<file path="config.mk">
export PLATFORM = sky130hd
export DESIGN_NAME = pmseq_dev_end_flat
export DESIGN_NICKNAME = d
export VERILOG_FILES = /design/src/pkg/pmseq_pkg.sv /design/src/pkg/pmseq_link_if.sv /design/src/rtl/pmseq_dev_end.sv /design/src/flat_wrapper.sv
export SDC_FILE = /design/constraint.sdc
export NUM_CORES = 1
export LEC_CHECK = 0
export BUFFER_PORTS_ARGS = -buffer_cell sky130_fd_sc_hd__buf_2
export CAP_MARGIN = 20
export CORE_MARGIN = 2
export CORE_UTILIZATION = 40
export DETAILED_ROUTE_END_ITERATION = 10
export GPL_TIMING_DRIVEN = 0
export MAX_ROUTING_LAYER = met4
export PLACE_DENSITY = 0.7
export SYNTH_ARGS = -nofsm -noshare
export SYNTH_HDL_FRONTEND = slang
export SYNTH_SLANG_ARGS = --single-unit
</file>
<file path="constraint.sdc">
create_clock -name pclk -period 1.9 [get_ports pclk]
set_input_delay 0.38 -clock pclk [delete_from_list [all_inputs] [get_ports pclk]]
set_output_delay 0.38 -clock pclk [all_outputs]
set_load 0.01 [all_outputs]
</file>
<file path="src/pkg/pmseq_pkg.sv">
/*
 Constants, types and register map shared by both ends of the power
 monitor ADC sequencer link.
 Assumes nothing beyond a SystemVerilog compiler; no timescale here.
*/
// What this block does
// RL1 - Scan sense, supply, auxiliary in fixed order
// RL2 - Sense code step is 25uV, 102.4mV
// RL3 - Supply code step is 25mV, 102.4V
// RL4 - Auxiliary code step is 0.5mV, 2.048V
// RL5 - Result split: eight high, four low bits
// RL6 - Low result byte bottom nibble reads zero
// RL7 - Result registers refresh at each conversion end
// RL8 - Host writes snapshot enable and channel once
// RL9 - Snapshot starts after write; busy flag set
// RL10 - Snapshot end halts ADC, clears busy
// RL11 - Each new snapshot needs a control rewrite
// RL12 - Either supply above lockout enables logic
// RL13 - Both supplies low disable ADC, reset logic
// RL14 - Shutdown bit powers down ADC and reference
// RL15 - Shutdown keeps link, freezes latched address
// RL16 - Registers kept and accessible during shutdown
// RL17 - Clearing shutdown bit resumes conversions
// RL18 - Shutdown turns regulator output off
// RL19 - Host avoids shutdown when regulator feeds bus
// RL20 - Idle-free endless scan unless snapshot or shutdown
package pmseq_pkg;

   typedef logic [1:0] pmseq_chan_t;
   typedef logic [5:0] pmseq_addr_t;

   localparam int unsigned SYNC_N   = 8;
   localparam int unsigned RES_W    = 12;
   localparam int unsigned N_CHAN   = 3;

   // Device register offsets
   localparam pmseq_addr_t REG_CTRL    = 6'h00;
   localparam pmseq_addr_t REG_SNS_MSB = 6'h01;
   localparam pmseq_addr_t REG_SNS_LSB = 6'h02;
   localparam pmseq_addr_t REG_VIN_MSB = 6'h03;
   localparam pmseq_addr_t REG_VIN_LSB = 6'h04;
   localparam pmseq_addr_t REG_AUX_MSB = 6'h05;
   localparam pmseq_addr_t REG_AUX_LSB = 6'h06;

   // Control register fields
   localparam int unsigned CTRL_SNAP_EN  = 7;
   localparam int unsigned CTRL_SEL_HI   = 6;
   localparam int unsigned CTRL_SEL_LO   = 5;
   localparam int unsigned CTRL_BUSY     = 3;
   localparam int unsigned CTRL_VSRC_HI  = 2;
   localparam int unsigned CTRL_SHDN     = 1;
   localparam int unsigned CTRL_VSRC_LO  = 0;
   localparam logic [7:0]  CTRL_RST      = 8'h05;
   localparam logic [7:0]  CTRL_WMASK    = 8'he7;

   // Channel codes
   localparam pmseq_chan_t CH_SENSE = 2'h0;
   localparam pmseq_chan_t CH_VIN   = 2'h1;
   localparam pmseq_chan_t CH_AUX   = 2'h2;

   // Host APB registers
   localparam logic [31:0] HOST_CMD     = 32'h0000_0000;
   localparam logic [31:0] HOST_STAT    = 32'h0000_0004;
   localparam int unsigned CMD_WDATA_LO = 0;
   localparam int unsigned CMD_ADDR_LO  = 8;
   localparam int unsigned CMD_WRITE    = 16;
   localparam int unsigned STAT_BUSY    = 0;
   localparam int unsigned STAT_RD_LO   = 8;

   typedef enum {DS_IDLE, DS_CONV} pmseq_dev_st_t;
   typedef enum {HS_IDLE, HS_REQ}  pmseq_host_st_t;

endpackage : pmseq_pkg

</file>
<file path="src/pkg/pmseq_link_if.sv">
/*
 Register link between host controller end and monitor device end.
 Assumes one shared clock; both ends drive only from flip-flops.
*/
`timescale 1ns/10ps
interface pmseq_link_if;
   logic       req;
   logic       wr;
   logic [5:0] addr;
   logic [7:0] wdata;
   logic       ack;
   logic [7:0] rdata;

   modport dev  (input req, wr, addr, wdata, output ack, rdata);
   modport host (output req, wr, addr, wdata, input ack, rdata);
endinterface : pmseq_link_if

</file>
<file path="src/rtl/pmseq_dev_end.sv">
/*
 Device end: control and result registers, conversion sequencer,
 supply lockout, shutdown, address latch.
 Assumes an ADC that takes a start pulse and returns one done pulse
 with data on pclk; supply and address pins are asynchronous.
*/
// Added by the designer: the register addresses and the APB interface to the registers.
`timescale 1ns/10ps
module pmseq_dev_end (
   input  wire logic               pclk,
   input  wire logic               presetn,
   pmseq_link_if.dev               link,
   output      logic               adc_start_q,
   output      pmseq_pkg::pmseq_chan_t adc_chan_q,
   input  wire logic               adc_done,
   input  wire logic [11:0]        adc_data,
   output      logic               adc_pwr_q,
   output      logic               adc_vdd_sel_q,
   output      logic               reg_en_q,
   output      logic               logic_alive_q,
   input  wire logic               high_voltage_supply_ok,
   input  wire logic               internal_low_supply_ok,
   input  wire logic               high_voltage_supply_live,
   input  wire logic               internal_low_supply_live,
   input  wire logic [1:0]         address_select_hi,
   input  wire logic [1:0]         address_select_lo,
   output      logic [3:0]         bus_addr_q
);
   import pmseq_pkg::*;

   // Channel index of a result register, or 3 when none
   function automatic pmseq_chan_t res_chan(input pmseq_addr_t a);
      unique case (a)
         REG_SNS_MSB, REG_SNS_LSB: res_chan = CH_SENSE;
         REG_VIN_MSB, REG_VIN_LSB: res_chan = CH_VIN;
         REG_AUX_MSB, REG_AUX_LSB: res_chan = CH_AUX;
         default:                  res_chan = 2'h3;
      endcase
   endfunction : res_chan

   // Selector code 3 has no channel of its own; it converts auxiliary
   function automatic pmseq_chan_t sel_chan(input pmseq_chan_t s);
      sel_chan = (s == 2'h3) ? CH_AUX : s;
   endfunction : sel_chan

   logic [SYNC_N-1:0] s1_q;
   logic [SYNC_N-1:0] s2_q;
   logic [SYNC_N-1:0] s3_q;
   logic [SYNC_N-1:0] filt_q;
   logic [SYNC_N-1:0] filt_d;
   logic [SYNC_N-1:0] pins;
   logic [7:0]        ctrl_q;
   logic              busy_q;
   logic              pend_q;
   logic              cur_snap_q;
   pmseq_chan_t       scan_q;
   pmseq_dev_st_t     st_q;
   logic [RES_W-1:0]  res_q [N_CHAN];
   logic              ack_q;
   logic [7:0]        rdata_q;

   wire hv_ok   = filt_q[0];
   wire lv_ok   = filt_q[1];
   wire hv_live = filt_q[2];
   wire lv_live = filt_q[3];
   wire [3:0] adr_pins = filt_q[7:4];

   assign pins   = {address_select_hi, address_select_lo,
                    internal_low_supply_live, high_voltage_supply_live,
                    internal_low_supply_ok, high_voltage_supply_ok};
   // A change counts only once the second and third stages agree
   assign filt_d = ((s2_q ~^ s3_q) & s2_q) | ((s2_q ^ s3_q) & filt_q);

   wire adc_en   = hv_ok | lv_ok; // RL12 RL13
   wire shdn     = ctrl_q[CTRL_SHDN];
   wire run      = adc_en & logic_alive_q & ~shdn; // RL14 RL17
   wire snap_en  = ctrl_q[CTRL_SNAP_EN];
   wire take     = link.req & ~ack_q & logic_alive_q;
   wire wr_take  = take & link.wr;
   wire ctrl_wr  = wr_take & (link.addr == REG_CTRL);
   wire snap_wr  = ctrl_wr & link.wdata[CTRL_SNAP_EN]; // RL9 RL11
   wire pmseq_chan_t snap_ch =
      sel_chan({ctrl_q[CTRL_SEL_HI], ctrl_q[CTRL_SEL_LO]});
   wire pmseq_chan_t rd_ch = res_chan(link.addr);
   wire rd_msb = link.addr[0];
   wire start  = (st_q == DS_IDLE) & run & (pend_q | ~snap_en); // RL20
   wire done   = (st_q == DS_CONV) & run & adc_done;
   wire abort  = (st_q == DS_CONV) & ~run;
   wire [7:0] ctrl_rd = {ctrl_q[7:4], busy_q, ctrl_q[2:0]};
   wire [7:0] res_rd  = (rd_ch == 2'h3) ? 8'h00 :
      rd_msb ? res_q[rd_ch][11:4] : {res_q[rd_ch][3:0], 4'h0}; // RL5 RL6
   wire [7:0] rd_mux  = (link.addr == REG_CTRL) ? ctrl_rd : res_rd;

   always_ff @(posedge pclk or negedge presetn) begin
      if (!presetn) begin
         s1_q   <= '0;
         s2_q   <= '0;
         s3_q   <= '0;
         filt_q <= '0;
      end else begin
         s1_q   <= pins;
         s2_q   <= s1_q;
         s3_q   <= s2_q;
         filt_q <= filt_d;
      end
   end

   // Logic stays up until both supplies drop below the reset level
   always_ff @(posedge pclk or negedge presetn) begin
      if (!presetn) begin
         logic_alive_q <= 1'b0;
      end else if (adc_en) begin
         logic_alive_q <= 1'b1; // RL12
      end else if (!hv_live && !lv_live) begin
         logic_alive_q <= 1'b0; // RL13
      end
   end

   // Link answer one cycle after the request is taken
   always_ff @(posedge pclk or negedge presetn) begin
      if (!presetn) begin
         ack_q   <= 1'b0;
         rdata_q <= 8'h00;
      end else begin
         ack_q <= take; // RL16
         if (take) begin
            rdata_q <= rd_mux;
         end
      end
   end

   // Control register and snapshot bookkeeping
   always_ff @(posedge pclk or negedge presetn) begin
      if (!presetn) begin
         ctrl_q     <= CTRL_RST;
         busy_q     <= 1'b0;
         pend_q     <= 1'b0;
         cur_snap_q <= 1'b0;
      end else if (!logic_alive_q) begin
         ctrl_q     <= CTRL_RST; // RL13
         busy_q     <= 1'b0;
         pend_q     <= 1'b0;
         cur_snap_q <= 1'b0;
      end else begin
         if (start) begin
            cur_snap_q <= pend_q;
            pend_q     <= 1'b0;
         end
         // A snapshot still queued behind this one keeps busy up
         if (done && cur_snap_q && !pend_q) begin
            busy_q <= 1'b0; // RL10
         end
         // A snapshot cut short by supply lockout runs again when a supply returns; after shutdown the wake-up write's snapshot enable decides
         if (abort && cur_snap_q) begin
            pend_q <= 1'b1;
         end
         if (ctrl_wr) begin
            ctrl_q <= link.wdata & CTRL_WMASK; // RL16 RL17
            busy_q <= snap_wr; // RL9
            pend_q <= snap_wr; // RL11
         end
      end
   end

   // Sequencer: one conversion at a time, result stored at its end
   always_ff @(posedge pclk or negedge presetn) begin
      if (!presetn) begin
         st_q        <= DS_IDLE;
         scan_q      <= CH_SENSE;
         adc_start_q <= 1'b0;
         adc_chan_q  <= CH_SENSE;
      end else begin
         adc_start_q <= start;
         unique case (st_q)
            DS_IDLE: begin
               if (start) begin
                  adc_chan_q <= pend_q ? snap_ch : scan_q; // RL1
                  st_q       <= DS_CONV;
               end
            end
            DS_CONV: begin
               if (abort) begin
                  st_q <= DS_IDLE; // RL14
               end else if (done) begin
                  st_q <= DS_IDLE;
                  if (!cur_snap_q) begin
                     scan_q <= (scan_q == CH_AUX) ? CH_SENSE :
                        pmseq_chan_t'(scan_q + 2'h1); // RL1 RL20
                  end
               end
            end
         endcase
      end
   end

   // Results; a finished conversion beats a same-cycle host write.
   // Codes are raw 12-bit steps: 25uV sense, 25mV supply, 0.5mV aux.
   always_ff @(posedge pclk or negedge presetn) begin
      if (!presetn) begin
         for (int i = 0; i < N_CHAN; i++) begin
            res_q[i] <= '0;
         end
      end else begin
         for (int i = 0; i < N_CHAN; i++) begin
            if (done && adc_chan_q == pmseq_chan_t'(i)) begin
               res_q[i] <= adc_data; // RL2 RL3 RL4 RL7
            end else if (wr_take && rd_ch == pmseq_chan_t'(i)) begin
               if (rd_msb) begin
                  res_q[i][11:4] <= link.wdata; // RL5
               end else begin
                  res_q[i][3:0] <= link.wdata[7:4]; // RL5 RL6
               end
            end
         end
      end
   end

   // Power outputs and the address latch frozen in shutdown
   always_ff @(posedge pclk or negedge presetn) begin
      if (!presetn) begin
         adc_pwr_q     <= 1'b0;
         adc_vdd_sel_q <= 1'b0;
         reg_en_q      <= 1'b1;
         bus_addr_q    <= 4'h0;
      end else begin
         adc_pwr_q     <= run; // RL14 RL17
         adc_vdd_sel_q <= ~ctrl_q[CTRL_VSRC_HI] & ctrl_q[CTRL_VSRC_LO];
         reg_en_q      <= ~shdn; // RL18
         if (!shdn) begin
            bus_addr_q <= adr_pins; // RL15
         end
      end
   end

   assign link.ack   = ack_q;
   assign link.rdata = rdata_q;

endmodule : pmseq_dev_end

</file>
<file path="src/flat_wrapper.sv">
// flat-port wrapper written by rule: the top's interface ports become plain ports
module pmseq_dev_end_flat import pmseq_pkg::*;
  (pclk, presetn, adc_start_q, adc_chan_q, adc_done, adc_data, adc_pwr_q, adc_vdd_sel_q, reg_en_q, logic_alive_q, high_voltage_supply_ok, internal_low_supply_ok, high_voltage_supply_live, internal_low_supply_live, address_select_hi, address_select_lo, bus_addr_q, link_req, link_wr, link_addr, link_wdata, link_ack, link_rdata);
  pmseq_link_if link_i ();
  input  wire logic pclk;
  input  wire logic presetn;
  output      logic adc_start_q;
  output      pmseq_pkg::pmseq_chan_t adc_chan_q;
  input  wire logic adc_done;
  input  wire logic [11:0] adc_data;
  output      logic adc_pwr_q;
  output      logic adc_vdd_sel_q;
  output      logic reg_en_q;
  output      logic logic_alive_q;
  input  wire logic high_voltage_supply_ok;
  input  wire logic internal_low_supply_ok;
  input  wire logic high_voltage_supply_live;
  input  wire logic internal_low_supply_live;
  input  wire logic [1:0] address_select_hi;
  input  wire logic [1:0] address_select_lo;
  output      logic [3:0] bus_addr_q;
  input wire logic [$bits(link_i.req)-1:0] link_req;
  input wire logic [$bits(link_i.wr)-1:0] link_wr;
  input wire logic [$bits(link_i.addr)-1:0] link_addr;
  input wire logic [$bits(link_i.wdata)-1:0] link_wdata;
  output wire logic [$bits(link_i.ack)-1:0] link_ack;
  output wire logic [$bits(link_i.rdata)-1:0] link_rdata;
  assign link_i.req = link_req;
  assign link_i.wr = link_wr;
  assign link_i.addr = link_addr;
  assign link_i.wdata = link_wdata;
  assign link_ack = link_i.ack;
  assign link_rdata = link_i.rdata;
  pmseq_dev_end u_core (.pclk(pclk), .presetn(presetn), .link(link_i), .adc_start_q(adc_start_q), .adc_chan_q(adc_chan_q), .adc_done(adc_done), .adc_data(adc_data), .adc_pwr_q(adc_pwr_q), .adc_vdd_sel_q(adc_vdd_sel_q), .reg_en_q(reg_en_q), .logic_alive_q(logic_alive_q), .high_voltage_supply_ok(high_voltage_supply_ok), .internal_low_supply_ok(internal_low_supply_ok), .high_voltage_supply_live(high_voltage_supply_live), .internal_low_supply_live(internal_low_supply_live), .address_select_hi(address_select_hi), .address_select_lo(address_select_lo), .bus_addr_q(bus_addr_q));
endmodule
</file>
==> implementation parameters <==
Parameter                              Value

Run status
  Run status    finished, final reports clean

Critical path
  Setup slack of the worst register-to-register path    120 ps
  Critical path class    input pin to register
  Worst-case reg-to-reg path depth    4
  Maximum fanout along the worst path    8
  Slowest cell delay on critical path    670 ps
  Critical register-to-register path endpoint    u_core.res_q[25]
  Worst setup path start    link_addr[3]
  Crit path capture    u_core.res_q[2]
  Worst path cell trace    buf_2, or3_1, buf_6, or4_1, o21ai_0, a2bb2oi_1
  CP max stage cell    sky130_fd_sc_hd__or4_1
  Worst Path Required    2120 ps
  Reg-to-reg critical path startpoint    u_core.filt_q[0]
  Capturing element type of the critical path    register
  Kind of start point of the critical path    input pin
  CP arrival    2070 ps

Logic synthesis
  Register bit count reported by yosys    100
  Syn avg cell area    11.3 um2
  Proportion of register bits with asynchronous set or reset after synthesis    100%
  Total of warnings raised by yosys    0
  Top cells by area, synth    sky130_fd_sc_hd__dfrtp_1 (54%), sky130_fd_sc_hd__mux2i_1 (9.3%), sky130_fd_sc_hd__o21ai_0 (3.1%), sky130_fd_sc_hd__nand2_1 (2.2%), sky130_fd_sc_hd__ha_1 (2.2%)
  EDFF count, synth    0
  Area fraction of the dominant cell type after synthesis    53.6%
  Number of standard cells after synthesis    401
  Yosys top cell by area    sky130_fd_sc_hd__dfrtp_1
  Seq/Total Area, Yosys    55.4%
  Syn Nets    448
  Commonest register cell after synthesis    sky130_fd_sc_hd__dfrtp_1
  Cell Area, Synth    4530 um2
  Distinct cell type count after synthesis    53

Floorplanning
  Core footprint    10,900 um2
  Die Outline Area    12,200 um2
  Standard-cell row count    38
  Chip Height    110 um
  Starting Density    41.4%
  I/O pin count    59
  Die width    110 um

Clock network
  Clock root buffer    sky130_fd_sc_hd__clkbuf_16
  CTS buffer count    9
  CTS sink count    100
  Maximum number of buffers from clock root to sink    2
  Clock latency on the worst-skew pair    350 ps
  Clock tree from TritonCTS    built
  Max H-tree Level    3
  Clock-pin slew reported for the worst setup and hold paths after clock tree synthesis    70 ps

Finish
  Highest-count cells in the layout ignoring fill and taps    sky130_fd_sc_hd__dfrtp_1 (96), sky130_fd_sc_hd__buf_2 (59), sky130_fd_sc_hd__mux2i_1 (42)
  Ratio of cells with drive above 1 in the final layout    26.6%
  Final instance area    5500 um2
  Net count reported at finish    523
  Most common library cell in the layout ignoring fill and taps    sky130_fd_sc_hd__dfrtp_1
  Ant diodes    0
  Layout-stage area growth over the synthesis result    21.4%

Global route
  Initial antenna violation count    0
  Aggregate global-route resource usage    20.7%
  Global route overflow    0
  Vias in the first global route    3,566
  Maximum number of pins on one net before global-route repair    70
  First-pass GRT wire length    18,500 um

Pwr
  Internal power summed over all cells    4.31 mW
  Worst supply voltage drop on vdd    704 uV
  Relative contribution of sequential cells to total power    47.7%
  Power per unit of standard cell area    1140 nW/um2
  Static Leak    2.52 nW
  Logic gate share of total power    21.8%
  Net switching power    1.94 mW
  Proportion of power drawn by the clock network    30.5%
  Switching share of power    31.0%
  Total Power Consumption    6.25 mW

Timing
  Setup-violating endpoint count in the final report    0
  Pins over their slew limit    0
  Count of endpoints failing hold in the final timing report    0
  Final min period    1840 ps
  Worst max-slew margin expressed relative to the limit    42.4%
  Maximum clock frequency    542 MHz
  Tightest Pin Transition    857 ps
  RSZ-0062 raised after global routing    no
  Final setup skew    8.46 ps
  Part of the cycle the worst path needs    97.0%

Flow run
  Number of maximum-capacitance violations    0

Drt
  Via count of the routed design    3,480
  Post-route antenna net violation count    0
  Routed via count divided by cell count    5.60
  Total wire length    11,500 um
  Routed len/inst    18.5 um
  Count of TritonRoute iterations in the first routing pass    4
  # DRC    0
  Drt first-iter violations    202

Place
  Placed Area    5020 um2
  Port-buffer cells    57
  Routability congestion estimate from global placement    0.916
  Placed wire-length estimate    7820 um

Worst hold path
  Hold Crit Class    input pin to register
  Worst Hold Launch    address_select_lo[0]
## registers in the layout, indices dropped and copies added, names as in the netlist
signal,count
u_core.scan_q,2
u_core.logic_alive_q,1
u_core.pend_q,1
u_core.ctrl_q,6
u_core.st_q,1
u_core.link.ack,1
u_core.s1_q,8
u_core.adc_vdd_sel_q,1
u_core.adc_start_q,1
u_core.cur_snap_q,1
u_core.bus_addr_q,4
u_core.reg_en_q,1
u_core.adc_chan_q,2
u_core.adc_pwr_q,1
u_core.busy_q,1
u_core.s3_q,8
u_core.res_q,36
u_core.filt_q,8
u_core.link.rdata,8
u_core.s2_q,8
## worst min path at each step
| stage | endpoint | slack [ps] | cells past startpoint |
|---|---|---|---|
| 3_5_place_dp | u_core.s2_q[0] | 330 | 0 |
| 6_report | u_core.s1_q[4] | 140 | 1 |
| 2_1_floorplan | u_core.adc_chan_q[0] | 80 | 0 |
| 4_1_cts | u_core.s1_q[4] | 120 | 1 |
| 5_1_grt | u_core.s1_q[4] | 130 | 1 |
| 3_3_place_gp | u_core.s2_q[6] | 330 | 0 |
## power groups by stage
stage | logic [mW] | clock network [mW] | registers (mW)
after floorplan | 0.849 | 0 | 2.94
after global placement | 1.22 | 0 | 2.98
after detailed placement | 1.28 | 0 | 3.00
after CTS | 1.33 | 1.94 | 2.97
after global routing | 1.53 | 2.03 | 3.04
final | 1.36 | 1.90 | 2.98
## stage by stage
step	hold slack [ps]	worst slack, ps	cells	TNS [ps]	utilization [%]
2_1_floorplan	84.4	4.18	401	0	-
3_3_place_gp	332	-624	598	-71390	45.6
3_5_place_dp	335	-609	599	-18670	45.9
4_1_cts	124	13.5	623	0	49.9
5_1_grt	125	1.14	621	0	50.3
6_report	138	56.5	621	0	50.3
## worst max-delay path, delay by kind of cell
| kind | cells | cell delay (ps) |
|---|---|---|
| and+or+nand+nor | 2 | 1050 |
| buffers and inverters | 2 | 260 |
| AOI/OAI and AO/OA | 2 | 360 |
## layer usage
metal  routed length, um  up-vias  track usage [%]
li1                    -     1615                -
met1                4990     1721             26.1
met2                5650      120             34.2
met3                 607       24             3.41
met4                 223        0             6.79
met5                   0        -                -
## Yosys cell counts, types with 4 or more instances
library cell,n
sky130_fd_sc_hd__a21oi_1,12
sky130_fd_sc_hd__o21ai_2,8
sky130_fd_sc_hd__a21o_1,10
sky130_fd_sc_hd__o221ai_1,6
sky130_fd_sc_hd__clkbuf_1,15
sky130_fd_sc_hd__nand2_1,27
sky130_fd_sc_hd__nand3_1,9
sky130_fd_sc_hd__mux2_2,8
sky130_fd_sc_hd__or4_1,5
sky130_fd_sc_hd__ha_1,8
sky130_fd_sc_hd__nor2b_1,7
sky130_fd_sc_hd__mux2i_1,42
sky130_fd_sc_hd__a31oi_1,15
sky130_fd_sc_hd__and2_1,5
sky130_fd_sc_hd__nor4_1,7
sky130_fd_sc_hd__nor2_1,21
sky130_fd_sc_hd__o21ai_0,28
sky130_fd_sc_hd__dfrtp_1,97
sky130_fd_sc_hd__inv_1,11
sky130_fd_sc_hd__a2bb2oi_1,4
## cell type report
type | instances | area, um2
repair buffers | 66 | 403
inverters | 12 | 45.0
fillers | 997 | 5440
well taps | 140 | 175
clock buffers | 9 | 225
flip-flops and latches | 100 | 2510
clock inverters | 7 | 85.1
plain buffers | 20 | 106
multi-input cells | 267 | 1950
## logic make-up after synthesis
| kind of cell | count (synthesis) | share of synthesized area [%] |
|---|---|---|
| compound gates | 100 | 14.6 |
| xor+xnor | 3 | 0.581 |
| fa+ha+maj | 8 | 2.21 |
| buf+inv | 34 | 3.07 |
| flops | 100 | 55.4 |
| mux | 50 | 11.3 |
| simple gates | 106 | 12.9 |
## repair_timing
| action | CTS | global route |
|---|---|---|
| endpoints found under the hold margin | 31 | 0 |
| hold buffers | 1 | 0 |
| pin swaps | 4 | 1 |
| buffers inserted | 7 | 0 |
| endpoints found under the setup margin | 43 | 40 |
| gates resized for setup | 9 | 20 |
Power figures use the tool's default switching activity.
